[src/rtcc_map.svh]
// Register offsets, field positions, reset values and build defaults of the
// calendar and capability block.
// Assumes it is included by bare name wherever a constant is needed.
`ifndef RTCC_MAP_SVH
`define RTCC_MAP_SVH

////////////////////////////////////////////////////////////////////////////////
// Register byte offsets on the APB window.
`define RTCC_OFF_CAL       8'h54
`define RTCC_OFF_TUNER     8'h60
`define RTCC_OFF_PIR0      8'h64
`define RTCC_OFF_PIR1      8'h68
`define RTCC_OFF_STATUS    8'h6c
`define RTCC_OFF_CAP       8'hf0

////////////////////////////////////////////////////////////////////////////////
// Reset values.
`define RTCC_CAL_RST       32'h0000_0000
`define RTCC_WORD_ZERO     32'h0000_0000
`define RTCC_FIELD_RST     5'h00

////////////////////////////////////////////////////////////////////////////////
// Capability word field positions.
`define RTCC_CAP_DT        0
`define RTCC_CAP_EXPWA     1
`define RTCC_CAP_EXPV_LSB  2
`define RTCC_CAP_EXPV_MSB  6
`define RTCC_CAP_NAR_LSB   8
`define RTCC_CAP_NAR_MSB   9
`define RTCC_CAP_NPIR      12
`define RTCC_CAP_PIR0WA    14
`define RTCC_CAP_PIR1WA    15
`define RTCC_CAP_PER0_LSB  16
`define RTCC_CAP_PER0_MSB  20
`define RTCC_CAP_PER1_LSB  24
`define RTCC_CAP_PER1_MSB  28

////////////////////////////////////////////////////////////////////////////////
// Field positions in the tuner, interval and status registers.
`define RTCC_FLD_LSB       0
`define RTCC_FLD_MSB       4
`define RTCC_ST_BUSY       0
`define RTCC_ST_LEAP       1

////////////////////////////////////////////////////////////////////////////////
// Calendar limits.
`define RTCC_SEC_MAX       6'h3b
`define RTCC_MIN_MAX       6'h3b
`define RTCC_HOUR_MAX      5'h17
`define RTCC_DAY_FIRST     5'h01
`define RTCC_MONTH_FIRST   4'h1
`define RTCC_MONTH_LAST    4'hc
`define RTCC_MONTH_FEB     4'h2
`define RTCC_LEAP_MASK     6'h03

////////////////////////////////////////////////////////////////////////////////
// Default build options of this instance.
`define RTCC_DEF_DT        1'b1
`define RTCC_DEF_EXPWA     1'b0
`define RTCC_DEF_EXPV      5'h00
`define RTCC_DEF_NAR       2'h1
`define RTCC_DEF_NPIR      1'b1
`define RTCC_DEF_PIR0WA    1'b0
`define RTCC_DEF_PIR1WA    1'b1
`define RTCC_DEF_PER0      5'h00
`define RTCC_DEF_PER1      5'h00

`endif

[src/rtcc_pkg.sv]
// Types and shared helper functions of the calendar and capability block.
// Assumes rtcc_map.svh is on the include path.
`include "rtcc_map.svh"

package rtcc_pkg;

	// Packed calendar word, seconds in the low bits.
	typedef struct packed {
		logic [5:0] year;
		logic [3:0] month;
		logic [4:0] day;
		logic [4:0] hour;
		logic [5:0] minute;
		logic [5:0] second;
	} rtcc_cal_t;

	// APB handshake state.
	typedef enum logic {
		APB_IDLE = 1'b0,
		APB_ACK  = 1'b1
	} rtcc_apb_t;

	// A year is a leap year when its two low bits are zero.
	function automatic logic isLeap(input logic [5:0] year);
		isLeap = ((year & `RTCC_LEAP_MASK) == 6'h00);
	endfunction

	// Merges write data into an old word under the byte strobes.
	function automatic logic [31:0] applyStrobe(input logic [31:0] oldWord,
		input logic [31:0] newWord, input logic [3:0] strb);
		logic [31:0] res;
		res = oldWord;
		for (int i = 0; i < 4; i++)
		begin
			if (strb[i])
				res[i*8 +: 8] = newWord[i*8 +: 8];
		end
		applyStrobe = res;
	endfunction

endpackage

[src/rtcc_cal_if.sv]
// Carrier between the register front end and the calendar counter.
// Assumes both ends run on the same clock.
`timescale 1ns/10ps

interface rtcc_cal_if;
	rtcc_pkg::rtcc_cal_t value;
	rtcc_pkg::rtcc_cal_t loadValue;
	logic                load;
	logic                tick;

	// Front end loads and ticks; the counter holds the value.
	modport ctrl (output loadValue, output load, output tick, input value);
	modport cnt  (input loadValue, input load, input tick, output value);
endinterface

[src/rtcc_field_reg.sv]
// A five-bit field that is either software writable or a build constant.
// Assumes write enable and data come from logic on the same clock.
`timescale 1ns/10ps
`include "rtcc_map.svh"

module rtcc_field_reg #(
	parameter logic       WRITABLE = 1'b0,
	parameter logic [4:0] FIXED    = 5'h00
) (
	// Clock and reset.
	input  wire logic       core_clk,
	input  wire logic       reset_n,
	// Write side.
	input  wire logic       wrEn,
	input  wire logic [4:0] wrData,
	// Value in use.
	output logic      [4:0] value
);

	logic [4:0] field_r;

	// A fixed field simply never takes the write, so the constant is always used.
	always_ff @(posedge core_clk or negedge reset_n)
	begin
		if (!reset_n)
			field_r <= `RTCC_FIELD_RST;
		else if (wrEn && WRITABLE)
			field_r <= wrData;
	end

	// Writable builds use the stored field; fixed builds use the constant.
	assign value = WRITABLE ? field_r : FIXED;
endmodule

[src/rtcc_cal_counter.sv]
// Calendar counter: holds the packed calendar and advances it on a tick.
// Assumes the tick is a one-cycle pulse once per second on the same clock.
`timescale 1ns/10ps
`include "rtcc_map.svh"

module rtcc_cal_counter (
	// Clock and reset.
	input  wire logic core_clk,
	input  wire logic reset_n,
	// Calendar carrier.
	rtcc_cal_if.cnt   cal
);

	rtcc_pkg::rtcc_cal_t cal_r;
	rtcc_pkg::rtcc_cal_t cal_nxt;

	// Last day of a month, February depending on the leap flag.
	function automatic logic [4:0] lastDay(input logic [3:0] month, input logic leap);
		case (month)
			`RTCC_MONTH_FEB:        lastDay = leap ? 5'h1d : 5'h1c;
			4'h4, 4'h6, 4'h9, 4'hb: lastDay = 5'h1e;
			default:                lastDay = 5'h1f;
		endcase
	endfunction

	// One second forward; out-of-range fields wrap rather than run away.
	function automatic rtcc_pkg::rtcc_cal_t advance(input rtcc_pkg::rtcc_cal_t c);
		rtcc_pkg::rtcc_cal_t n;
		n = c;
		if (c.second < `RTCC_SEC_MAX)
			n.second = c.second + 6'h01;
		else
		begin
			n.second = 6'h00;
			if (c.minute < `RTCC_MIN_MAX)
				n.minute = c.minute + 6'h01;
			else
			begin
				n.minute = 6'h00;
				if (c.hour < `RTCC_HOUR_MAX)
					n.hour = c.hour + 5'h01;
				else
				begin
					n.hour = 5'h00;
					if (c.day < lastDay(c.month, rtcc_pkg::isLeap(c.year)))
						n.day = c.day + 5'h01;
					else
					begin
						n.day = `RTCC_DAY_FIRST;
						if (c.month < `RTCC_MONTH_LAST && c.month >= `RTCC_MONTH_FIRST)
							n.month = c.month + 4'h1;
						else
						begin
							n.month = `RTCC_MONTH_FIRST;
							n.year  = c.year + 6'h01;
						end
					end
				end
			end
		end
		advance = n;
	endfunction

	// A software load wins over a tick in the same cycle.
	assign cal_nxt = cal.load ? cal.loadValue : (cal.tick ? advance(cal_r) : cal_r);

	// Calendar storage.
	always_ff @(posedge core_clk or negedge reset_n)
	begin
		if (!reset_n)
			cal_r <= `RTCC_CAL_RST;
		else
			cal_r <= cal_nxt;
	end

	assign cal.value = cal_r;
endmodule

[src/rtcc_top.sv]
// Calendar value and build capability registers of the timer, as an APB slave.
// Assumes the busy flag and the second tick come from the timer core on core_clk.
`timescale 1ns/10ps
`include "rtcc_map.svh"

module rtcc_top #(
	parameter logic       TUNER_PRESENT = `RTCC_DEF_DT,
	parameter logic       EXP_WRITABLE  = `RTCC_DEF_EXPWA,
	parameter logic [4:0] EXP_FIXED     = `RTCC_DEF_EXPV,
	parameter logic [1:0] NUM_ALARM     = `RTCC_DEF_NAR,
	parameter logic       NUM_PIR_CODE  = `RTCC_DEF_NPIR,
	parameter logic       PIR0_WRITABLE = `RTCC_DEF_PIR0WA,
	parameter logic       PIR1_WRITABLE = `RTCC_DEF_PIR1WA,
	parameter logic [4:0] PER0_FIXED    = `RTCC_DEF_PER0,
	parameter logic [4:0] PER1_FIXED    = `RTCC_DEF_PER1
) (
	// Clock and reset.
	input  wire logic        core_clk,
	input  wire logic        reset_n,
	// APB slave.
	input  wire logic        psel,
	input  wire logic        penable,
	input  wire logic        pwrite,
	input  wire logic [7:0]  paddr,
	input  wire logic [31:0] pwdata,
	input  wire logic [3:0]  pstrb,
	output logic      [31:0] prdata,
	output logic             pready,
	output logic             pslverr,
	// Timer core.
	input  wire logic        timerBusy,
	input  wire logic        secondTick,
	// Values in use.
	output logic      [31:0] calendarValue,
	output logic             leapYear,
	output logic      [4:0]  tunerExponent,
	output logic      [4:0]  tapSelect0,
	output logic      [4:0]  tapSelect1
);

	////////////////////////////////////////////////////////////////////////////
	// Declarations.
	rtcc_pkg::rtcc_apb_t state_r;
	rtcc_pkg::rtcc_apb_t state_nxt;
	logic [31:0]         prdata_r;
	logic [31:0]         prdata_nxt;
	logic                pready_r;
	logic                pslverr_r;
	logic                pslverr_nxt;
	logic [31:0]         calOut_r;
	logic                leap_r;
	logic [4:0]          exp_r;
	logic [4:0]          tap0_r;
	logic [4:0]          tap1_r;

	wire                 accessPhase;
	wire                 reqTaken;
	wire                 commit;
	wire                 writeCommit;
	wire                 hitCal;
	wire                 hitTuner;
	wire                 hitPir0;
	wire                 hitPir1;
	wire                 hitStatus;
	wire                 hitCap;
	wire                 hitAny;
	wire [31:0]          capWord;
	wire [31:0]          statusWord;
	wire [31:0]          calRead;
	wire [31:0]          tunerRead;
	wire [31:0]          pir0Read;
	wire [31:0]          pir1Read;
	wire [31:0]          readWord;
	wire [31:0]          calMerged;
	wire [31:0]          tunerMerged;
	wire [31:0]          pir0Merged;
	wire [31:0]          pir1Merged;
	wire [4:0]           expValue;
	wire [4:0]           tap0Value;
	wire [4:0]           tap1Value;

	rtcc_cal_if calBus ();

	////////////////////////////////////////////////////////////////////////////
	// Register window, byte offsets in the low address byte.
	//   0x54 calendar word, read and write.
	//   0x60 tuner register, exponent in bits 4:0.
	//   0x64 interval register 0, tap select in bits 4:0.
	//   0x68 interval register 1, tap select in bits 4:0.
	//   0x6c status word, bit 0 busy and bit 1 leap year.
	//   0xf0 capability word, read only.
	// Any other offset answers with an error and reads zero.
	// Writes to the status and capability words are ignored.
	//
	// Calendar word layout, low bits first.
	//   Bits 5:0 hold the seconds, zero to fifty-nine.
	//   Bits 11:6 hold the minutes, zero to fifty-nine.
	//   Bits 16:12 hold the hours, zero to twenty-three.
	//   Bits 21:17 hold the day of the month, starting at one.
	//   Bits 25:22 hold the month, January being one.
	//   Bits 31:26 hold the year, leap when its two low bits are zero.
	// Values outside these ranges are stored as written and wrap on the
	// next carry into the field, so software must write legal values.
	//
	// Capability word layout, low bits first.
	//   Bit 0 shows that the tuner is present.
	//   Bit 1 shows that the tuner exponent is writable.
	//   Bits 6:2 give the fixed tuner exponent.
	//   Bits 9:8 give the number of alarm comparators.
	//   Bit 12 gives the periodic comparators, zero meaning one.
	//   Bit 14 shows that interval 0 tap select is writable.
	//   Bit 15 shows that interval 1 tap select is writable.
	//   Bits 20:16 give the fixed tapping of interval 0.
	//   Bits 28:24 give the fixed tapping of interval 1.
	// All other bits read zero.
	//
	// Bus timing seen by the master.
	//   Setup cycle: psel high, penable low.
	//   First access cycle: the request is taken and read data captured.
	//   Second access cycle: pready, prdata and pslverr stand for it.
	//   A write lands at the edge that samples pready high.
	// The slave never adds more than the one wait state, so a master may
	// start its next setup cycle straight after the answer cycle.
	//
	// Busy handling.
	//   A calendar write that lands while timerBusy is high is dropped.
	//   A calendar read taken while timerBusy is high returns zero.
	//   Neither case raises pslverr, so software must poll status first.
	//   Ticks keep advancing the calendar while the core is busy.
	//   Busy only guards the calendar; the other registers stay open.
	//
	// Fixed fields.
	//   A field built as fixed ignores writes and reads its constant.
	//   A writable field resets to zero and reads what was last written.
	//   The outputs to the timer core follow one cycle after the fields.
	//
	// Reset.
	//   Every flop clears while reset_n is low, the outputs included.
	//   Fixed field outputs show their constant one edge after release.

	////////////////////////////////////////////////////////////////////////////
	// Address decode.

	// Only the low address byte is decoded; the window is mirrored above it.
	assign hitCal    = (paddr == `RTCC_OFF_CAL);
	assign hitTuner  = (paddr == `RTCC_OFF_TUNER);
	assign hitPir0   = (paddr == `RTCC_OFF_PIR0);
	assign hitPir1   = (paddr == `RTCC_OFF_PIR1);
	assign hitStatus = (paddr == `RTCC_OFF_STATUS);
	assign hitCap    = (paddr == `RTCC_OFF_CAP);
	assign hitAny    = hitCal | hitTuner | hitPir0 | hitPir1 | hitStatus | hitCap;

	////////////////////////////////////////////////////////////////////////////
	// APB handshake.

	// Every transfer gets one wait state, so read data can come from a flop.
	assign accessPhase = psel & penable;
	assign reqTaken    = accessPhase & (state_r == rtcc_pkg::APB_IDLE);
	assign commit      = accessPhase & (state_r == rtcc_pkg::APB_ACK);
	assign writeCommit = commit & pwrite & hitAny;

	// The acknowledge state always returns to idle after one cycle.
	assign state_nxt   = reqTaken ? rtcc_pkg::APB_ACK : rtcc_pkg::APB_IDLE;

	// An unmapped address answers with an error and has no other effect.
	assign pslverr_nxt = reqTaken ? ~hitAny : 1'b0;

	// Read data is captured when the request is taken and held for the answer.
	assign prdata_nxt  = (reqTaken && !pwrite) ? readWord : `RTCC_WORD_ZERO;

	// Handshake state.
	always_ff @(posedge core_clk or negedge reset_n)
	begin
		if (!reset_n)
			state_r <= rtcc_pkg::APB_IDLE;
		else
			state_r <= state_nxt;
	end

	// Answer flops; pready is high for exactly the acknowledge cycle.
	always_ff @(posedge core_clk or negedge reset_n)
	begin
		if (!reset_n)
		begin
			pready_r  <= 1'b0;
			pslverr_r <= 1'b0;
			prdata_r  <= `RTCC_WORD_ZERO;
		end
		else
		begin
			pready_r  <= (state_nxt == rtcc_pkg::APB_ACK);
			pslverr_r <= pslverr_nxt;
			prdata_r  <= prdata_nxt;
		end
	end

	assign prdata  = prdata_r;
	assign pready  = pready_r;
	assign pslverr = pslverr_r;

	////////////////////////////////////////////////////////////////////////////
	// Calendar write path.

	// Partial writes keep the untouched bytes of the current calendar.
	assign calMerged = rtcc_pkg::applyStrobe(calBus.value, pwdata, pstrb);

	// A write while the core is busy is dropped without an error response.
	assign calBus.load      = writeCommit & hitCal & ~timerBusy;
	assign calBus.loadValue = calMerged;
	assign calBus.tick      = secondTick;

	rtcc_cal_counter u_counter (
		.core_clk (core_clk),
		.reset_n  (reset_n),
		.cal      (calBus.cnt)
	);

	////////////////////////////////////////////////////////////////////////////
	// Tuner exponent and periodic tap fields.

	// The field sits in the low bits of each register; other bits read zero.
	assign tunerMerged = rtcc_pkg::applyStrobe(tunerRead, pwdata, pstrb);
	assign pir0Merged  = rtcc_pkg::applyStrobe(pir0Read, pwdata, pstrb);
	assign pir1Merged  = rtcc_pkg::applyStrobe(pir1Read, pwdata, pstrb);

	rtcc_field_reg #(
		.WRITABLE (EXP_WRITABLE),
		.FIXED    (EXP_FIXED)
	) u_exponent (
		.core_clk (core_clk),
		.reset_n  (reset_n),
		.wrEn     (writeCommit & hitTuner),
		.wrData   (tunerMerged[`RTCC_FLD_MSB:`RTCC_FLD_LSB]),
		.value    (expValue)
	);

	rtcc_field_reg #(
		.WRITABLE (PIR0_WRITABLE),
		.FIXED    (PER0_FIXED)
	) u_tap0 (
		.core_clk (core_clk),
		.reset_n  (reset_n),
		.wrEn     (writeCommit & hitPir0),
		.wrData   (pir0Merged[`RTCC_FLD_MSB:`RTCC_FLD_LSB]),
		.value    (tap0Value)
	);

	rtcc_field_reg #(
		.WRITABLE (PIR1_WRITABLE),
		.FIXED    (PER1_FIXED)
	) u_tap1 (
		.core_clk (core_clk),
		.reset_n  (reset_n),
		.wrEn     (writeCommit & hitPir1),
		.wrData   (pir1Merged[`RTCC_FLD_MSB:`RTCC_FLD_LSB]),
		.value    (tap1Value)
	);

	////////////////////////////////////////////////////////////////////////////
	// Read words.

	// The stored calendar is hidden while the core is updating it.
	assign calRead = timerBusy ? `RTCC_WORD_ZERO : calBus.value;

	// Field registers read back the value in use, fixed or written.
	assign tunerRead = {27'h0000000, expValue};
	assign pir0Read  = {27'h0000000, tap0Value};
	assign pir1Read  = {27'h0000000, tap1Value};

	// Status shows the busy flag and the leap flag of the current year.
	assign statusWord = {30'h00000000, leap_r, timerBusy};

	// Capability word is tied to the build parameters; writes never reach it.
	assign capWord[`RTCC_CAP_DT]    = TUNER_PRESENT;
	assign capWord[`RTCC_CAP_EXPWA] = EXP_WRITABLE;
	assign capWord[`RTCC_CAP_EXPV_MSB:`RTCC_CAP_EXPV_LSB] = EXP_FIXED;
	assign capWord[7]               = 1'b0;
	assign capWord[`RTCC_CAP_NAR_MSB:`RTCC_CAP_NAR_LSB] = NUM_ALARM;
	assign capWord[11:10]           = 2'h0;
	assign capWord[`RTCC_CAP_NPIR]  = NUM_PIR_CODE;
	assign capWord[13]              = 1'b0;
	assign capWord[`RTCC_CAP_PIR0WA] = PIR0_WRITABLE;
	assign capWord[`RTCC_CAP_PIR1WA] = PIR1_WRITABLE;
	assign capWord[`RTCC_CAP_PER0_MSB:`RTCC_CAP_PER0_LSB] = PER0_FIXED;
	assign capWord[23:21]           = 3'h0;
	assign capWord[`RTCC_CAP_PER1_MSB:`RTCC_CAP_PER1_LSB] = PER1_FIXED;
	assign capWord[31:29]           = 3'h0;

	// Read selection; unmapped addresses read zero.
	assign readWord = hitCal    ? calRead    :
	                  hitTuner  ? tunerRead  :
	                  hitPir0   ? pir0Read   :
	                  hitPir1   ? pir1Read   :
	                  hitStatus ? statusWord :
	                  hitCap    ? capWord    : `RTCC_WORD_ZERO;

	////////////////////////////////////////////////////////////////////////////
	// Registered value outputs.

	// These lag the internal state by one cycle so every output is a flop.
	always_ff @(posedge core_clk or negedge reset_n)
	begin
		if (!reset_n)
		begin
			calOut_r <= `RTCC_CAL_RST;
			leap_r   <= 1'b0;
			exp_r    <= `RTCC_FIELD_RST;
			tap0_r   <= `RTCC_FIELD_RST;
			tap1_r   <= `RTCC_FIELD_RST;
		end
		else
		begin
			calOut_r <= calBus.value;
			leap_r   <= rtcc_pkg::isLeap(calBus.value.year);
			exp_r    <= expValue;
			tap0_r   <= tap0Value;
			tap1_r   <= tap1Value;
		end
	end

	assign calendarValue = calOut_r;
	assign leapYear      = leap_r;
	assign tunerExponent = exp_r;
	assign tapSelect0    = tap0_r;
	assign tapSelect1    = tap1_r;
endmodule

[config.mk]
export PLATFORM = sky130hd
export DESIGN_NAME = rtcc_top
export DESIGN_NICKNAME = d
export VERILOG_FILES = /design/src/rtcc_pkg.sv /design/src/rtcc_cal_if.sv /design/src/rtcc_field_reg.sv /design/src/rtcc_cal_counter.sv /design/src/rtcc_top.sv
export VERILOG_INCLUDE_DIRS = /design/src
export SDC_FILE = /design/constraint.sdc
export NUM_CORES = 1
export LEC_CHECK = 0
export BUFFER_PORTS_ARGS = -buffer_cell sky130_fd_sc_hd__buf_4
export CAP_MARGIN = 20
export CORE_MARGIN = 2
export CORE_UTILIZATION = 28
export CTS_CLUSTER_SIZE = 25
export DETAILED_ROUTE_END_ITERATION = 10
export PLACE_DENSITY = 0.47
export SYNTH_ARGS = -nofsm -noshare
export SYNTH_HDL_FRONTEND = slang
export SYNTH_SLANG_ARGS = --single-unit
export TNS_END_PERCENT = 5
[constraint.sdc]
create_clock -name core_clk -period 5.7 [get_ports core_clk]
set_input_delay 0.285 -clock core_clk [delete_from_list [all_inputs] [get_ports core_clk]]
set_output_delay 0.285 -clock core_clk [all_outputs]
set_load 0.005 [all_outputs]
==> results of run 1 <==
## synth_stat cells (3+ instances only)
library cell / instances / area, um2
dfrtp_1: 109 / 2730
a21oi_1: 35 / 175
nand2_1: 31 / 116
o21ai_0: 31 / 155
nor2_1: 27 / 101
and2_1: 19 / 119
nand3_1: 14 / 70.1
inv_1: 12 / 45.0
buf_4: 11 / 82.6
ha_1: 11 / 138
nor3_1: 10 / 50.1
nor3b_1: 10 / 75.1
o21ai_1: 10 / 50.1
and3_1: 8 / 50.1
nor4_1: 8 / 50.1
mux2_2: 7 / 78.8
a22oi_1: 6 / 45.0
buf_2: 5 / 25.0
clkbuf_1: 4 / 15.0
or3_1: 4 / 25.0
buf_6: 3 / 33.8
mux2i_1: 3 / 30.0
nor4_4: 3 / 63.8
o22ai_1: 3 / 18.8
## what timing repair did
action | 4_1_cts | 5_1_grt
setup buffers | 0 | 0
hold endpoints to repair | 43 | 0
setup endpoints to repair | 0 | 0
hold buffers | 1 | 0
## path summary, 6_finish.rpt
| path | endpoint | slack, ns | depth (start not counted) |
|---|---|---|---|
| setup / recovery | u_counter.cal.value[8] | 2.88 | 7 |
| hold / removal | u_counter.cal.value[7] | 0.15 | 3 |
| setup reg to reg | u_counter.cal.value[8] | 2.88 | 7 |
| hold reg to reg | tapSelect1[4] | 0.40 | 0 |
| max in group asynchronous | calendarValue[19] | 4.02 | 3 |
| min in group asynchronous | tapSelect1[0] | 0.46 | 2 |
## power breakdown
part / internal [mW] / switching (mW)
clock: 0.303 / 0.303
sequential: 0.829 / 0.0602
combinational: 0.0958 / 0.0880
total: 1.23 / 0.451
## kinds of logic (layout without fill, tap and decap cells)
group,Yosys count,in the layout,synth area share [%]
other cells,1,10,0.0806
flops,109,109,58.6
mux,10,10,2.34
simple gates,150,150,18.8
compound gates,100,100,12.4
fa+ha+maj,11,11,2.96
buf+inv,37,155,4.73
## worst max-delay path: stages, from the launching register on
cell and delay, ns:
dfrtp_1 0.39, nand4_1 0.36, nor4_4 0.85, buf_4 0.39
nor2_1 0.10, a21oi_1 0.38, o21ai_0 0.16, o21ai_0 0.10
## flip-flops by register name, summed over array words and instances (netlist names)
register             flops
pslverr                  1
prdata                  32
leapYear                 1
u_tap1.value             5
calendarValue           32
tapSelect1               5
u_counter.cal.value     32
pready                   1
## area by class of cell
| cell class | count | area share (%) |
|---|---|---|
| clock inverter | 7 | 1.02 |
| inverter | 12 | 0.747 |
| tap | 220 | 4.56 |
| sequential | 109 | 45.2 |
| multi-input combinational | 281 | 28.9 |
| clock buffer | 9 | 3.73 |
| timing repair buffer | 127 | 15.8 |
## metrics by stage
stage               util (%)  instances
floorplan                  -        427
global placement        35.0        748
detailed placement      35.0        748
CTS                     36.8        765
global route            36.8        765
finish                  36.8        765
## metal layers
metal / share of wire, % / vias up / global-route usage (%)
met5: 0 / - / 0
met4: 2.4 / 0 / 6.99
met3: 5.4 / 18 / 3.30
met2: 49 / 128 / 23.1
met1: 43 / 1719 / 17.7
li1: - / 1712 / -
==> run metrics, run 1 <==
DRC 0; Worst setup SP type register; Place WS 2.68 ns; post-route worst setup slack 2.88 ns; Final GP Congestion 0.806; most frequent cells in the layout buf_4 (126), dfrtp_1 (109), a21oi_1 (35); CTS tree done; Tot Pwr 1.68 mW; fillers 1,634; DRT Pass-1 Iters 7; DRT antenna net count 0; Unique masters post-synth 52; RSZ-0062 raised after global routing no; FP Rows 47; Final min period 2.82 ns; Vias 3,577; DR vias/cell 4.68; area occupied by multi-input gates 1740 um2; Clk pin slew, worst setup/hold paths 0.08 ns; CP startpoint pready; IO Port Bufs 122; Critical Path RT 5.97 ns; initial antenna violation count 0; CTS resizes 0; register area share after synthesis 58.6%; WS Path Type reg2reg; vias in the first global route 3,626; commonest non-fill, non-tap cell in the layout buf_4; CTS max path bufs 2; Post-synth EDFFs 0; CTS root buf clkbuf_16; core area 16,400 um2; Reg-to-Reg Start pready; Die W 133 um; clock sink count 109; Setup crit end kind register; Die H 133 um; Avg Cell Area, Syn 11.1 um2; static leakage 2.93 nW; Post-Syn Instances 418; Global Route Usage Sum 14.2%; #FFs+latches synth 109; area occupied by registers 2730 um2; grt ovf 0; Initial Util 28.3%; ys async rst share 100%; Tightest Pin Transition 0.969 ns; Antenna Cells 0; io pins 133; nets 602; H-Tree Depth 3; Layout area overhead 29.7%; initial DRC count 137; Most used DFF post-synth dfrtp_1; DRT Wirelength 12,000 um; outcome completed; DR WL/cell 15.7 um; Finish-stage setup viols 0; final instance area 6030 um2; Max FO, Critical Path 22; Synth Cell Area 4650 um2; share of layout cells above drive strength 1 30.5%; total of max-cap violations 0; fmax 354 MHz; crit path DAT 3.09 ns; worst hold slack 0.151 ns; cts bufs inserted 9; DIE AREA 17,700 um2; total negative setup slack 0 ns; Cell Pwr Density 278 nW/um2; fin crit share 49.5%; Peak VDD IR 0.130 mV; Hold Crit Start pwdata[7]; largest net degree at the start of global routing 67; dpl cell area 5740 um2; dpl hpwl 8840 um; fin. max-slew vios 0; warning count from the yosys run 0; worst skew pair latency 0.36 ns; Rel. slew slack 34.9%; Final Skew 0.00774 ns; endpoints failing hold 0; worst hold path class in2reg; global-route wire length before repair 19,400 um
(Power assumes the default switching activity.)
==> run 2: changes to the inputs <==
==> constraint.sdc (replaced) <==
create_clock -name core_clk -period 2.7 [get_ports core_clk]
set_input_delay 0.135 -clock core_clk [delete_from_list [all_inputs] [get_ports core_clk]]
set_output_delay 0.135 -clock core_clk [all_outputs]
set_load 0.005 [all_outputs]
==> run 2 against run 1 <==
Against the previous run: wire length is essentially flat; worst setup slack got worse by 2.6 ns; power rose by 110%; global-route usage shrank 0.26 points; sequential share of layout area is 0.72 points lower; non-clock buffer count up 7; die area is the same; combinational power increased by 110%; worst hold slack worse by 0.11 ns; final cell count rose by 1.0%; register-to-register slack lost 2.6 ns; clock skew fell by 0.00097 ns; critical path type unchanged; largest cell class unchanged; highest routed layer unchanged.
==> run metrics, run 2 (synthesis results as in run 1) <==
outcome completed; H-Tree Depth 3; Setup crit end kind register; most used routing layer met2; Final GP Congestion 0.783; nets 610; fin crit share 90.5%; Critical Path RT 2.97 ns; initial DRC count 236; combinational power share 11.0%; share of layout cells above drive strength 1 31.1%; vias in the first global route 3,519; post-route worst setup slack 0.257 ns; DRT antenna net count 0; IO Port Bufs 122; Final Skew 0.00676 ns; DRC 0; most frequent cells in the layout buf_4 (130), dfrtp_1 (109), a21oi_1 (35); switching portion of total power 25.8%; clock sink count 109; DR vias/cell 4.67; total of max-cap violations 0; Cell Pwr Density 575 nW/um2; DRT Pass-1 Iters 4; Initial Util 28.3%; crit path DAT 2.71 ns; Final min period 2.44 ns; io pins 133; worst hold path class in2reg; sequential power share 53.1%; global-route wire length before repair 18,800 um; static leakage 2.97 nW; initial antenna violation count 0; Antenna Cells 0; fin. max-slew vios 0; dpl cell area 5800 um2; CTS tree done; WS Path Type reg2reg; Die H 133 um; worst skew pair latency 0.35 ns; global routing met3 resource utilization 2.15%; Vias 3,609; grt ovf 0; Peak VDD IR 0.272 mV; Finish-stage setup viols 0; largest net degree at the start of global routing 73; Place WS 0.194 ns; DRT Wirelength 12,000 um; power share of the clock group 35.9%; fmax 409 MHz; Rel. slew slack 54.2%; dpl hpwl 8780 um; met1 usage 18.1%; commonest non-fill, non-tap cell in the layout buf_4; CTS max path bufs 2; endpoints failing hold 0; DIE AREA 17,700 um2; Core Util, Final 37.4%; RSZ-0062 raised after global routing no; Tightest Pin Transition 0.682 ns; DR WL/cell 15.6 um; switching pwr 0.910 mW; Layout area overhead 31.8%; Worst setup SP type register; core area 16,400 um2; total negative setup slack 0 ns; internal power 2.62 mW; Max FO, Critical Path 8; final instance area 6130 um2; CTS root buf clkbuf_16; worst hold slack 0.0366 ns; cts bufs inserted 9; GR Util met2 22.8%; Die W 133 um; FP Rows 47; Global Route Usage Sum 13.9%; Clk pin slew, worst setup/hold paths 0.07 ns
run 2: changes by cell type in the layout (fill, tap and decap cells not counted), sizes merged:
cell / before / now
dlygate4sd3: 1 / 2
clkbuf: 9 / 10
inv: 13 / 14
buf: 126 / 132
a32o: 1 / 2
clkinv: 4 / 2
run 2: worst max-delay path, cell delays in order (launching register included):
cell and delay [ns]:
dfrtp_1 0.41, inv_1 0.13, ha_1 0.23, nor3b_1 0.14, ha_1 0.21, a311oi_1 0.39
a31oi_4 0.21, a32o_2 0.35, buf_4 0.15, a21oi_1 0.15
run 2: layout make-up:
cell class / instances / area (um2)
multi-input cells: 282 / 1760
inverters: 12 / 45.0
clock inverters: 6 / 46.3
flip-flops and latches: 109 / 2730
repair buffers: 134 / 1040
well taps: 220 / 275
clock buffers: 10 / 239
fillers: 1648 / 10300
run 2: worst paths after layout:
kind | startpoint | endpoint | slack, ns | cells after the start
max in group asynchronous | reset_n | u_counter.cal.value[15] | 1.67 | 3
worst min-delay path | pwdata[3] | u_tap1.value[3] | 0.04 | 2
worst max register to register | u_counter.cal.value[22] | u_counter.cal.value[30] | 0.26 | 9
min in group asynchronous | reset_n | tapSelect1[0] | 0.28 | 2
worst min register to register | u_tap1.value[1] | tapSelect1[1] | 0.41 | 0
worst max-delay path | u_counter.cal.value[22] | u_counter.cal.value[30] | 0.26 | 9
run 2: per-layer routing:
| layer | up-vias | share of wire, % |
|---|---|---|
| li1 | 1731 | - |
| met1 | 1743 | 45 |
| met2 | 120 | 49 |
| met3 | 15 | 4.4 |
| met4 | 0 | 2.1 |
| met5 | - | 0 |
run 2: power by group through the flow:
stage	Combinational, mW	Clock, mW	Sequential, mW
2_1_floorplan	0.165	0	1.87
3_3_place_gp	0.389	0	1.90
3_5_place_dp	0.391	0	1.91
4_1_cts	0.396	1.32	1.87
5_1_grt	0.439	1.38	1.89
6_report	0.389	1.26	1.87
run 2: repair_timing:
action	CTS	global route
endpoints found under the setup margin	0	5
buffers inserted	0	1
resized for setup	0	1
hold buffers	2	0
endpoints found under the hold margin	38	0
run 2: metrics by stage:
step / std cells / power [mW]
final: 773 / 3.53
after global routing: 773 / 3.70
after CTS: 771 / 3.59
after detailed placement: 753 / 2.30
after global placement: 753 / 2.29
after floorplan: 427 / 2.04
